==> config.mk <==
export PLATFORM = sky130hd
export DESIGN_NAME = ldp_dimming_ctrl
export DESIGN_NICKNAME = d
export VERILOG_FILES = /design/src/ldp_pkg.sv /design/src/ldp_pwm_core.sv /design/src/ldp_dimming_ctrl.sv
export SDC_FILE = /design/constraint.sdc
export NUM_CORES = 1
export LEC_CHECK = 0
export ABC_AREA = 1
export BUFFER_PORTS_ARGS = -buffer_cell sky130_fd_sc_hd__buf_2
export CORE_ASPECT_RATIO = 0.8
export CORE_MARGIN = 2
export CORE_UTILIZATION = 25
export CTS_CLUSTER_DIAMETER = 80
export DETAILED_ROUTE_END_ITERATION = 16
export GPL_TIMING_DRIVEN = 0
export PLACE_DENSITY_LB_ADDON = 0.08
export SETUP_SLACK_MARGIN = 0.4
export SLEW_MARGIN = 10
export SYNTH_ARGS = -nofsm -noshare
export SYNTH_HDL_FRONTEND = slang
export SYNTH_HIERARCHICAL = 1
export SYNTH_SLANG_ARGS = --single-unit
==> constraint.sdc <==
create_clock -name sys_clk -period 3.03 [get_ports sys_clk]
set_input_delay 0.606 -clock sys_clk [delete_from_list [all_inputs] [get_ports sys_clk]]
set_output_delay 0.606 -clock sys_clk [all_outputs]
set_load 0.02 [all_outputs]
==> src/ldp_pkg.sv <==
/*
 * ldp_pkg: register map, reset values, field layout and timing constants
 * of the led dimming pwm block.
 * assumes: one 10 MHz system clock; byte-wide register access port.
 */
package ldp_pkg;

    // ----------------------------------------------------------------
    // register offsets
    // ----------------------------------------------------------------
    localparam logic [7:0] ADDR_DIM_FLOOR_LOW   = 8'h08;
    localparam logic [7:0] ADDR_DIM_FLOOR_HIGH  = 8'h09;
    localparam logic [7:0] ADDR_HOLD_TIME_FLOOR = 8'h0a;
    localparam logic [7:0] ADDR_DIM_LEVEL_LOW   = 8'h0b;
    localparam logic [7:0] ADDR_DIM_LEVEL_HIGH  = 8'h0c;
    localparam logic [7:0] ADDR_LED_HOLD_TIME   = 8'h0d;

    // ----------------------------------------------------------------
    // field layout and reset values
    // ----------------------------------------------------------------
    localparam int         CODE_W          = 10;
    localparam int         HIGH_FIELD_W    = 2;
    localparam logic [9:0] DIM_FLOOR_RST   = 10'h0ff;
    localparam logic [7:0] HOLD_FLOOR_RST  = 8'h00;
    localparam logic [9:0] DIM_LEVEL_RST   = 10'h000;
    localparam logic [7:0] LED_HOLD_RST    = 8'h00;
    localparam logic [9:0] PERIOD_LAST     = 10'h3ff;
    localparam logic [7:0] READ_UNMAPPED   = 8'h00;

    // ----------------------------------------------------------------
    // timing: one hold-time code step
    // ----------------------------------------------------------------
    localparam int         CLK_PERIOD_NS   = 100;
    localparam int         HOLD_STEP_NS    = 100000;
    localparam int         HOLD_STEP_CYC   = (HOLD_STEP_NS + CLK_PERIOD_NS - 1) / CLK_PERIOD_NS;
    localparam logic [9:0] HOLD_STEP_LAST  = 10'(HOLD_STEP_CYC - 1);

    typedef enum logic [0:0] {
        LDP_LOAD_IDLE = 1'b0,
        LDP_LOAD_OTP  = 1'b1
    } ldp_load_e;

endpackage

==> src/ldp_pwm_core.sv <==
/*
 * ldp_pwm_core: free-running 10-bit period counter and duty compare.
 * assumes: duty code is stable except at period ends.
 */
`timescale 1ns/1ns
module ldp_pwm_core (
    input  wire logic       sys_clk,
    input  wire logic       reset,
    input  wire logic [9:0] dutyCode,
    output logic            periodEnd,
    output logic            pwmHigh
);

    logic [9:0] periodCnt_r;

    assign periodEnd = (periodCnt_r == ldp_pkg::PERIOD_LAST);
    // code 0 never high, code 3ff high for 1023 of 1024 counts
    assign pwmHigh   = (periodCnt_r < dutyCode);

    always_ff @(posedge sys_clk) begin
        if (reset) begin
            periodCnt_r <= 10'h000;
        end else begin
            periodCnt_r <= periodCnt_r + 10'h001;
        end
    end

endmodule

==> src/ldp_dimming_ctrl.sv <==
/*
 * ldp_dimming_ctrl: led dimming registers, floor compare, duty apply,
 * minimum on-time hold and led sink drive.
 * assumes: register port driven by the two-wire slave in the sys_clk
 * domain; factory values are steady inputs; undervoltage lockout is a
 * synchronous level.
 */
`timescale 1ns/1ns
module ldp_dimming_ctrl (
    input  wire logic       sys_clk,
    input  wire logic       reset,
    input  wire logic       undervoltageLockout,
    input  wire logic [9:0] factDimFloorCode,
    input  wire logic [7:0] factHoldFloorCode,
    input  wire logic       regWrEn,
    input  wire logic       regRdEn,
    input  wire logic [7:0] regAddr,
    input  wire logic [7:0] regWrData,
    output logic      [7:0] regRdData,
    input  wire logic       ledOnRequestPin,
    output logic            ledCurrentSink
);

    // ----------------------------------------------------------------
    // state
    // ----------------------------------------------------------------
    logic [9:0]         dimFloorCode_r;
    logic [7:0]         holdFloorCode_r;
    logic [9:0]         dimLevelCode_r;
    logic [7:0]         ledHoldTime_r;
    logic [9:0]         appliedCode_r;
    logic               pendValid_r;
    logic [7:0]         holdLeft_r;
    logic [9:0]         stepCnt_r;
    logic               pinPrev_r;
    logic [7:0]         regRdData_r;
    logic               ledSink_r;
    ldp_pkg::ldp_load_e loadState_r;

    logic               wrLevelLow;
    logic               wrLevelHigh;
    logic               wrHoldTime;
    logic               periodEnd;
    logic               pwmHigh;
    logic [9:0]         effectiveCode;
    logic [7:0]         holdTarget;
    logic               pinRise;
    logic               holdActive;
    logic               stepDone;
    logic [7:0]         rdMux;
    logic               ledSink_nxt;

    function automatic logic hitAddr(input logic [7:0] a, input logic [7:0] target);
        hitAddr = (a == target);
    endfunction

    // ----------------------------------------------------------------
    // decode
    // ----------------------------------------------------------------
    // floor addresses have no write decode at all
    assign wrLevelLow   = regWrEn && hitAddr(regAddr, ldp_pkg::ADDR_DIM_LEVEL_LOW);
    assign wrLevelHigh  = regWrEn && hitAddr(regAddr, ldp_pkg::ADDR_DIM_LEVEL_HIGH);
    assign wrHoldTime   = regWrEn && hitAddr(regAddr, ldp_pkg::ADDR_LED_HOLD_TIME);
    assign effectiveCode = (dimLevelCode_r < dimFloorCode_r) ? dimFloorCode_r : dimLevelCode_r;
    assign holdTarget   = (ledHoldTime_r > holdFloorCode_r) ? ledHoldTime_r : holdFloorCode_r;
    assign pinRise      = ledOnRequestPin && !pinPrev_r;
    assign holdActive   = (holdLeft_r != 8'h00);
    assign stepDone     = (stepCnt_r == ldp_pkg::HOLD_STEP_LAST);
    assign ledSink_nxt  = ledOnRequestPin && (pwmHigh || holdActive || (pinRise && holdTarget != 8'h00));

    assign rdMux =
        hitAddr(regAddr, ldp_pkg::ADDR_DIM_FLOOR_LOW)   ? dimFloorCode_r[7:0] :
        hitAddr(regAddr, ldp_pkg::ADDR_DIM_FLOOR_HIGH)  ? {6'h00, dimFloorCode_r[9:8]} :
        hitAddr(regAddr, ldp_pkg::ADDR_HOLD_TIME_FLOOR) ? holdFloorCode_r :
        hitAddr(regAddr, ldp_pkg::ADDR_DIM_LEVEL_LOW)   ? dimLevelCode_r[7:0] :
        hitAddr(regAddr, ldp_pkg::ADDR_DIM_LEVEL_HIGH)  ? {6'h00, dimLevelCode_r[9:8]} :
        hitAddr(regAddr, ldp_pkg::ADDR_LED_HOLD_TIME)   ? ledHoldTime_r :
        ldp_pkg::READ_UNMAPPED;

    assign regRdData      = regRdData_r;
    assign ledCurrentSink = ledSink_r;

    ldp_pwm_core u_pwm_core (
        .sys_clk   (sys_clk),
        .reset     (reset),
        .dutyCode  (appliedCode_r),
        .periodEnd (periodEnd),
        .pwmHigh   (pwmHigh)
    );

    // ----------------------------------------------------------------
    // factory floors: defaults, then capture of the programmed values
    // ----------------------------------------------------------------
    always_ff @(posedge sys_clk) begin
        if (reset || undervoltageLockout) begin
            dimFloorCode_r  <= ldp_pkg::DIM_FLOOR_RST;
            holdFloorCode_r <= ldp_pkg::HOLD_FLOOR_RST;
            loadState_r     <= ldp_pkg::LDP_LOAD_OTP;
        end else begin
            case (loadState_r)
                ldp_pkg::LDP_LOAD_OTP: begin
                    dimFloorCode_r  <= factDimFloorCode;
                    holdFloorCode_r <= factHoldFloorCode;
                    loadState_r     <= ldp_pkg::LDP_LOAD_IDLE;
                end
                ldp_pkg::LDP_LOAD_IDLE: begin
                    loadState_r <= ldp_pkg::LDP_LOAD_IDLE;
                end
                default: begin
                    loadState_r <= ldp_pkg::LDP_LOAD_IDLE;
                end
            endcase
        end
    end

    // ----------------------------------------------------------------
    // user registers and duty apply
    // ----------------------------------------------------------------
    always_ff @(posedge sys_clk) begin
        if (reset || undervoltageLockout) begin
            dimLevelCode_r <= ldp_pkg::DIM_LEVEL_RST;
            ledHoldTime_r  <= ldp_pkg::LED_HOLD_RST;
            appliedCode_r  <= ldp_pkg::DIM_LEVEL_RST;
            pendValid_r    <= 1'b0;
        end else begin
            if (wrLevelLow) begin
                dimLevelCode_r[7:0] <= regWrData;
            end
            if (wrLevelHigh) begin
                dimLevelCode_r[9:8] <= regWrData[1:0];
            end
            if (wrHoldTime) begin
                ledHoldTime_r <= regWrData;
            end
            if (periodEnd && pendValid_r) begin
                appliedCode_r <= effectiveCode;
            end
            // a high write in the apply cycle keeps the request pending
            pendValid_r <= wrLevelHigh || (pendValid_r && !periodEnd);
        end
    end

    // ----------------------------------------------------------------
    // minimum on-time hold and outputs
    // ----------------------------------------------------------------
    always_ff @(posedge sys_clk) begin
        if (reset || undervoltageLockout) begin
            holdLeft_r  <= 8'h00;
            stepCnt_r   <= 10'h000;
            pinPrev_r   <= 1'b0;
            ledSink_r   <= 1'b0;
            regRdData_r <= 8'h00;
        end else begin
            pinPrev_r <= ledOnRequestPin;
            ledSink_r <= ledSink_nxt;
            if (regRdEn) begin
                regRdData_r <= rdMux;
            end
            if (!ledOnRequestPin) begin
                holdLeft_r <= 8'h00;
                stepCnt_r  <= 10'h000;
            end else if (pinRise) begin
                holdLeft_r <= holdTarget;
                stepCnt_r  <= 10'h000;
            end else if (holdActive) begin
                stepCnt_r <= stepDone ? 10'h000 : stepCnt_r + 10'h001;
                if (stepDone) begin
                    holdLeft_r <= holdLeft_r - 8'h01;
                end
            end
        end
    end
endmodule

==> results of run 1 <==
-- synthesized netlist by cell type (all sizes together) --
master	count	share of area, %
a21boi	1	0.16
a31oi	2	0.27
or2	1	0.13
a221oi	1	0.19
o21ai	51	5.5
nand4	6	1.8
nor3	9	1.2
o21a	2	0.32
o211ai	22	3.6
nor2	59	6.4
xnor2	2	0.38
dfxtp	86	37
buf	3	0.48
ha	29	7.8
a21oi	80	8.7
o22ai	5	0.67
clkinv	2	0.19
clkbuf	12	0.97
o221ai	1	0.19
o2111ai	1	0.19
inv	99	8.0
nor4	2	0.27
a21o	2	0.32
xor2	2	0.38
nor3b	1	0.16
nand2	129	12
nand3	27	3.1
-- area by class of cell --
cell class,count,area (sq um),share of cell area (%)
multi-input cells,435,2480,45.4
flip-flops and latches,86,1720,31.5
inverters,101,380,6.96
well taps,230,288,5.27
clock buffers,11,243,4.44
repair buffers,47,235,4.30
plain buffers,15,67.6,1.24
clock inverters,4,47.5,0.870
-- worst max-delay path, delay by kind of cell, from the launching register on --
family / cells / cell delay, ps
AND/OR/NAND/NOR: 3 / 260
adder cells (fa/ha/maj): 1 / 310
flip-flops: 1 / 400
buffers and inverters: 2 / 440
AO/OA/AOI/OAI: 4 / 550
-- metal layers --
layer | global-route usage [%] | wire length, um
met2 | 22.3 | 5790
met1 | 21.1 | 7080
met3 | 3.51 | 660
met5 | 0 | 0
met4 | 3.89 | 220
-- how the worst max path moves through the flow --
stage / start / endpoint / slack (ps)
floorplan: holdFloorCode_r[7] / ledCurrentSink / 1350
global placement: regAddr[5] / dimLevelCode_r[9] / 910
detailed placement: regAddr[5] / dimLevelCode_r[8] / 910
CTS: dimFloorCode_r[5] / appliedCode_r[8] / 910
global route: dimFloorCode_r[5] / appliedCode_r[1] / 690
finish: dimFloorCode_r[5] / appliedCode_r[6] / 940
-- kinds of logic after synthesis --
group           synth area share (%)
compound gates                  20.0
xor+xnor                       0.753
fa+ha+maj                       7.80
buf+inv                         9.63
flops                           37.0
simple gates                    24.8
-- power groups by stage --
stage / combinational [mW] / sequential (mW) / clock (mW)
6_report: 0.285 / 1.17 / 1.11
4_1_cts: 0.287 / 1.17 / 1.14
3_3_place_gp: 0.285 / 1.20 / 0
5_1_grt: 0.326 / 1.18 / 1.20
2_1_floorplan: 0.188 / 1.20 / 0
3_5_place_dp: 0.286 / 1.20 / 0
-- flip-flops by register name (all words and copies together), names as in the netlist --
register	flops
ledCurrentSink	1
dimLevelCode_r	10
regRdData	8
holdLeft_r	8
loadState_r	1
dimFloorCode_r	10
pinPrev_r	1
ledHoldTime_r	8
u_pwm_core/periodCnt_r	10
stepCnt_r	10
appliedCode_r	10
holdFloorCode_r	8
pendValid_r	1
-- through the flow --
| step | total power, mW | cells | area, sq um | hold slack (ps) | utilization, % |
|---|---|---|---|---|---|
| floorplan | 1.38 | 637 | 4650 | 438 | - |
| global placement | 1.49 | 914 | 5170 | 460 | 28.5 |
| detailed placement | 1.49 | 914 | 5170 | 458 | 28.5 |
| CTS | 2.60 | 929 | 5470 | 468 | 30.1 |
| global route | 2.71 | 929 | 5470 | 485 | 30.1 |
| finish | 2.57 | 929 | 5470 | 461 | 30.1 |
-- cells in the final DEF, fill, tap and decap left out, types with 2 or more instances in the layout --
cell type	instances
nand2_1	117
inv_1	91
dfxtp_1	86
a21oi_1	79
nor2_1	48
buf_2	47
o21ai_0	45
ha_1	29
nand3_1	25
o211ai_1	22
clkbuf_1	13
clkbuf_16	9
inv_2	8
nor3_1	8
nor2_4	7
nand2_2	6
nand2_4	6
o21ai_1	6
o22ai_1	5
nand4_4	3
nor2_2	3
nand4_1	3
clkinv_2	3
nor4_1	2
a21o_1	2
a31oi_1	2
o21a_1	2
xor2_1	2
xnor2_1	2
nand3_2	2
==> metrics.md, run 1 <==
| Metric | Value |
|---|---|
| CTS root buffer | clkbuf_16 |
| Min Tclk post-route | 2090 ps |
| R2R Path End | appliedCode_r[6] |
| CTS tree | done |
| Register area share after synthesis | 37.0% |
| Synthesized net count | 706 |
| Critical Path RT | 3240 ps |
| Total global routing overflow | 0 |
| Area delta synth->final | 17.5% |
| Buffers on Ports | 47 |
| Core area | 0.0182 sq mm |
| Diodes inserted | 0 |
| Syn_area_per_cell | 7.30 sq um |
| Sw Share | 25.9% |
| Gr usage total | 14.8% |
| Worst Hold End | pendValid_r |
| Final Slew Violations | 0 |
| DP Wirelength | 11300 um |
| Vias in the first global route | 4224 |
| Place WS | 905 ps |
| Internal reg-to-reg setup slack | 940 ps |
| Vias/cell | 4.65 |
| Die height | 126 um |
| Max-Slew Margin vs Limit | 57.5% |
| Share of total power in the clock network | 43.1% |
| DRT Pass-1 Iters | 7 |
| # H-tree levels | 3 |
| # rows | 44 |
| RSZ-0062 raised after global routing | no |
| Fin worst setup slack | 944 ps |
| WL/cell | 14.8 um |
| YS warnings | 6 |
| Sequential share of power | 45.8% |
| First-pass GRT wire length | 22300 um |
| Syn Std Cell Area | 0.00465 sq mm |
| Worst-skew pair later-pin latency | 340 ps |
| Distinct cell type count after synthesis | 41 |
| LEAKAGE | 2.36 nW |
| CTS Hold Bufs | 0 |
| CP Launch Type | flip-flop |
| Worst min path class | reg2reg |
| Path type of the worst setup path | reg2reg |
| CTS buffer count | 9 |
| Post-route ant nets | 0 |
| Nets | 764 |
| Syn Inst Count | 637 |
| Final Skew | 10.7 ps |
| Power Density | 470 mW/mm^2 |
| Outcome | finished, final reports clean |
| Max Freq | 479 MHz |
| Net Sw Power | 0.663 mW |
| Initial Util | 25.6% |
| Via count | 4319 |
| Largest net degree at the start of global routing | 14 |
| Hold depth | 2 |
| Post-cts resize count | 0 |
| Worst-margin pin slew | 632 ps |
| Max cap viols | 0 |
| Worst-case reg-to-reg path depth | 10 |
| Die area | 0.0197 sq mm |
| #FFs+latches synth | 86 |
| Final TNS setup | 0 ps |
| Peak supply drop | 225 uV |
| Clock transition at the registers of the reported paths | 60 ps |
| Remaining DRCs | 0 |
| DRT Wirelength | 13700 um |
| RePlAce Congestion | 0.807 |
| Ordered list of cells on the worst path | inv_1 > ha_1 > nand2_1 > o21ai_0 > nand2_1 > o2111ai_1 > clkbuf_1 > nand2_1 > o211ai_1 > a21oi_1 |
| Comb power frac | 11.1% |
| Slowest cell on the critical path | dfxtp_1 |
| Crit end category | flip-flop |
| Starting DRT DRC Count | 268 |
| Crit path largest cell delay | 400 ps |
| Crit path top cell by count | nand2_1 |
| CP Max Fanout | 10 |
| Post-CTS Setup Bufs | 0 |
| Initial antenna violation count | 0 |
| Final setup violation count | 0 |
| Worst r2r src | dimFloorCode_r[5] |
| Layout cells sized above 1 | 14.6% |
| Top-level port count | 49 |
| Pint | 1.90 mW |
| Sink Count | 86 |
| Horiz. Die Dim | 157 um |
| Crit path DAT | 2300 ps |
| CTS Buffer Depth | 2 |
| Fin. Hold Viols | 0 |
| Hold path startpoint | pendValid_r |
| Final Cycle Share | 68.8% |
| Fillcell total | 1992 |
Note: power is estimated with default switching activity, not from simulation.
==> inputs of run 2 (changes only) <==
==> constraint.sdc (replaced) <==
create_clock -name sys_clk -period 1.89 [get_ports sys_clk]
set_input_delay 0.378 -clock sys_clk [delete_from_list [all_inputs] [get_ports sys_clk]]
set_output_delay 0.378 -clock sys_clk [all_outputs]
set_load 0.02 [all_outputs]
==> run 2 against run 1 <==
  * The flow now finishes with violations (setup timing)
  * Register-to-register slack worse by 980 ps
  * Sequential power grew 61%
  * Total power grew 86%
  * Worst setup slack got worse by 980 ps
  * Worst hold slack got worse by 210 ps
  * Via count grew 4.8%
  * Critical path depth decreased by 2
  * Wire length increased by 8.3%
  * Die area did not move
  * Critical endpoint is now appliedCode_r[8]
  * Largest cell class unchanged
  * Final cell count up 6.4%
  * Global-route usage up 0.63 points
  * Final area grew 23%
  * Highest routed layer unchanged
==> metrics.md, run 2 (synthesized netlist as in run 1, its figures left out) <==
| Metric | Value |
|---|---|
| Via count | 4525 (+4.8%) |
| CP Launch Type | flip-flop |
| Commonest non-fill, non-tap cell in the layout | nand2_1 |
| Diodes inserted | 0 (unchanged) |
| Power Density | 709 mW/mm^2 (+51%) |
| Most frequent cells in the layout | 88 x nand2_1, 75 x inv_1, 73 x a21oi_1 |
| Min Tclk post-route | 1930 ps (-160 ps) |
| Final Skew | 9.13 ps (-1.59 ps) |
| Top-level port count | 49 (unchanged) |
| Die height | 126 um (unchanged) |
| Outcome | finished with violations |
| Nets | 823 (+7.7%) |
| Total global routing overflow | 0 (unchanged) |
| Vias in the first global route | 4444 (+5.2%) |
| Clock transition at the registers of the reported paths | 60 ps (about the same) |
| Final TNS setup | -64.3 ps (-64.3 ps) |
| Critical Path RT | 2100 ps (-1140 ps) |
| Final Slew Violations | 0 (unchanged) |
| Max cap viols | 0 (unchanged) |
| Initial antenna violation count | 0 (unchanged) |
| Max Freq | 519 MHz (+8.3%) |
| Buffers on Ports | 47 (unchanged) |
| Core area | 0.0182 sq mm (unchanged) |
| Peak supply drop | 464 uV (+110%) |
| Remaining DRCs | 0 (unchanged) |
| DRT Pass-1 Iters | 4 (-3) |
| # rows | 44 (unchanged) |
| First-pass GRT wire length | 23300 um (+4.2%) |
| RSZ-0062 raised after global routing | yes |
| Largest net degree at the start of global routing | 15 (+1) |
| DP Wirelength | 11200 um (-1.3%) |
| WHS | 248 ps (-213 ps) |
| Final Cycle Share | 102% (+33 points) |
| Layout cells sized above 1 | 37.7% (+23 points) |
| Worst-skew pair later-pin latency | 350 ps (about the same) |
| Crit path DAT | 2140 ps (-160 ps) |
| Die area | 0.0197 sq mm (unchanged) |
| Crit end category | flip-flop |
| LEAKAGE | 2.78 nW (+18%) |
| CTS Buffer Depth | 2 (unchanged) |
| Fin. Hold Viols | 0 (unchanged) |
| Max-Slew Margin vs Limit | 58.6% (+1.1 points) |
| Failing checks | setup timing |
| Worst-margin pin slew | 621 ps (-11.2 ps) |
| CTS Hold Bufs | 0 (unchanged) |
| Sink Count | 86 (unchanged) |
| Vias/cell | 4.58 (-1.5%) |
| CTS root buffer | clkbuf_16 |
| CTS tree | done |
| DRT Wirelength | 14900 um (+8.3%) |
| Area delta synth->final | 44.6% |
| Horiz. Die Dim | 157 um (unchanged) |
| CP Max Fanout | 5 (-5) |
| Gr usage total | 15.4% (+0.63 points) |
| Path type of the worst setup path | reg2reg |
| WL/cell | 15.1 um (+1.8%) |
| Post-route ant nets | 0 (unchanged) |
| Starting DRT DRC Count | 223 (-17%) |
| Fin worst setup slack | -36.2 ps (-980 ps) |
| Initial Util | 25.6% (unchanged) |
| Final setup violation count | 3 (+3) |
| RePlAce Congestion | 0.842 (+4.3%) |
| # H-tree levels | 3 (unchanged) |
| CTS buffer count | 9 (unchanged) |
| Worst min path class | in2reg |
## run 2: critical path: stages (launching register included)
cell,delay (ps)
dfxtp_2,340
inv_2,50
ha_4,190
a21boi_2,140
o211ai_1,260
o2111ai_4,200
buf_8,170
o211ai_1,310
a21oi_1,120
## run 2: path summary, 6_finish.rpt
check	from	endpoint	slack, ps	cells past startpoint
setup / recovery	dimFloorCode_r[1]	appliedCode_r[8]	-40	8
hold / removal	factDimFloorCode[7]	dimFloorCode_r[7]	250	3
setup reg to reg	dimFloorCode_r[1]	appliedCode_r[8]	-40	8
hold reg to reg	u_pwm_core/periodCnt_r[0]	u_pwm_core/periodCnt_r[0]	450	1
## run 2: final cells by class
cell class	count	area [sq um]
clock buffer	9	225
tap	230	288
fill	1931	11400
multi-input combinational	436	3110
buffer	15	87.6
sequential	86	1750
timing repair buffer	105	762
clock inverter	6	111
inverter	101	395
## run 2: repair_timing
action | 4_1_cts | 5_1_grt
setup endpoints to repair | 36 | 46
hold endpoints to repair | 0 | 0
buffers inserted | 40 | 16
pin swaps | 53 | 47
gates resized for setup | 86 | 70
cloned | 3 | 0
## run 2: routing by layer
metal  global-route usage, %  up-vias  part of all wire, %
met5                       0        -                    0
met4                    4.48        0                  1.3
met3                    3.89       10                  3.4
met2                    23.6       74                   45
met1                    21.4     2093                   50
li1                        -     2348                    -
## run 2: power breakdown
part / leakage (nW) / switching [mW] / internal (mW)
clock network: 0.161 / 0.751 / 1.28
registers: 0.701 / 0.0306 / 1.85
logic: 1.91 / 0.472 / 0.375
## run 2: per-stage QoR
step,std cells,util (%),power (mW),instance area (sq um),setup slack (ps)
floorplan,637,-,2.24,4840,312
global placement,914,29.5,2.41,5360,-78.3
detailed placement,914,29.5,2.42,5360,-111
CTS,972,35.0,4.72,6360,9.14
global route,988,37.0,4.99,6730,-132
finish,988,37.0,4.77,6730,-36.2
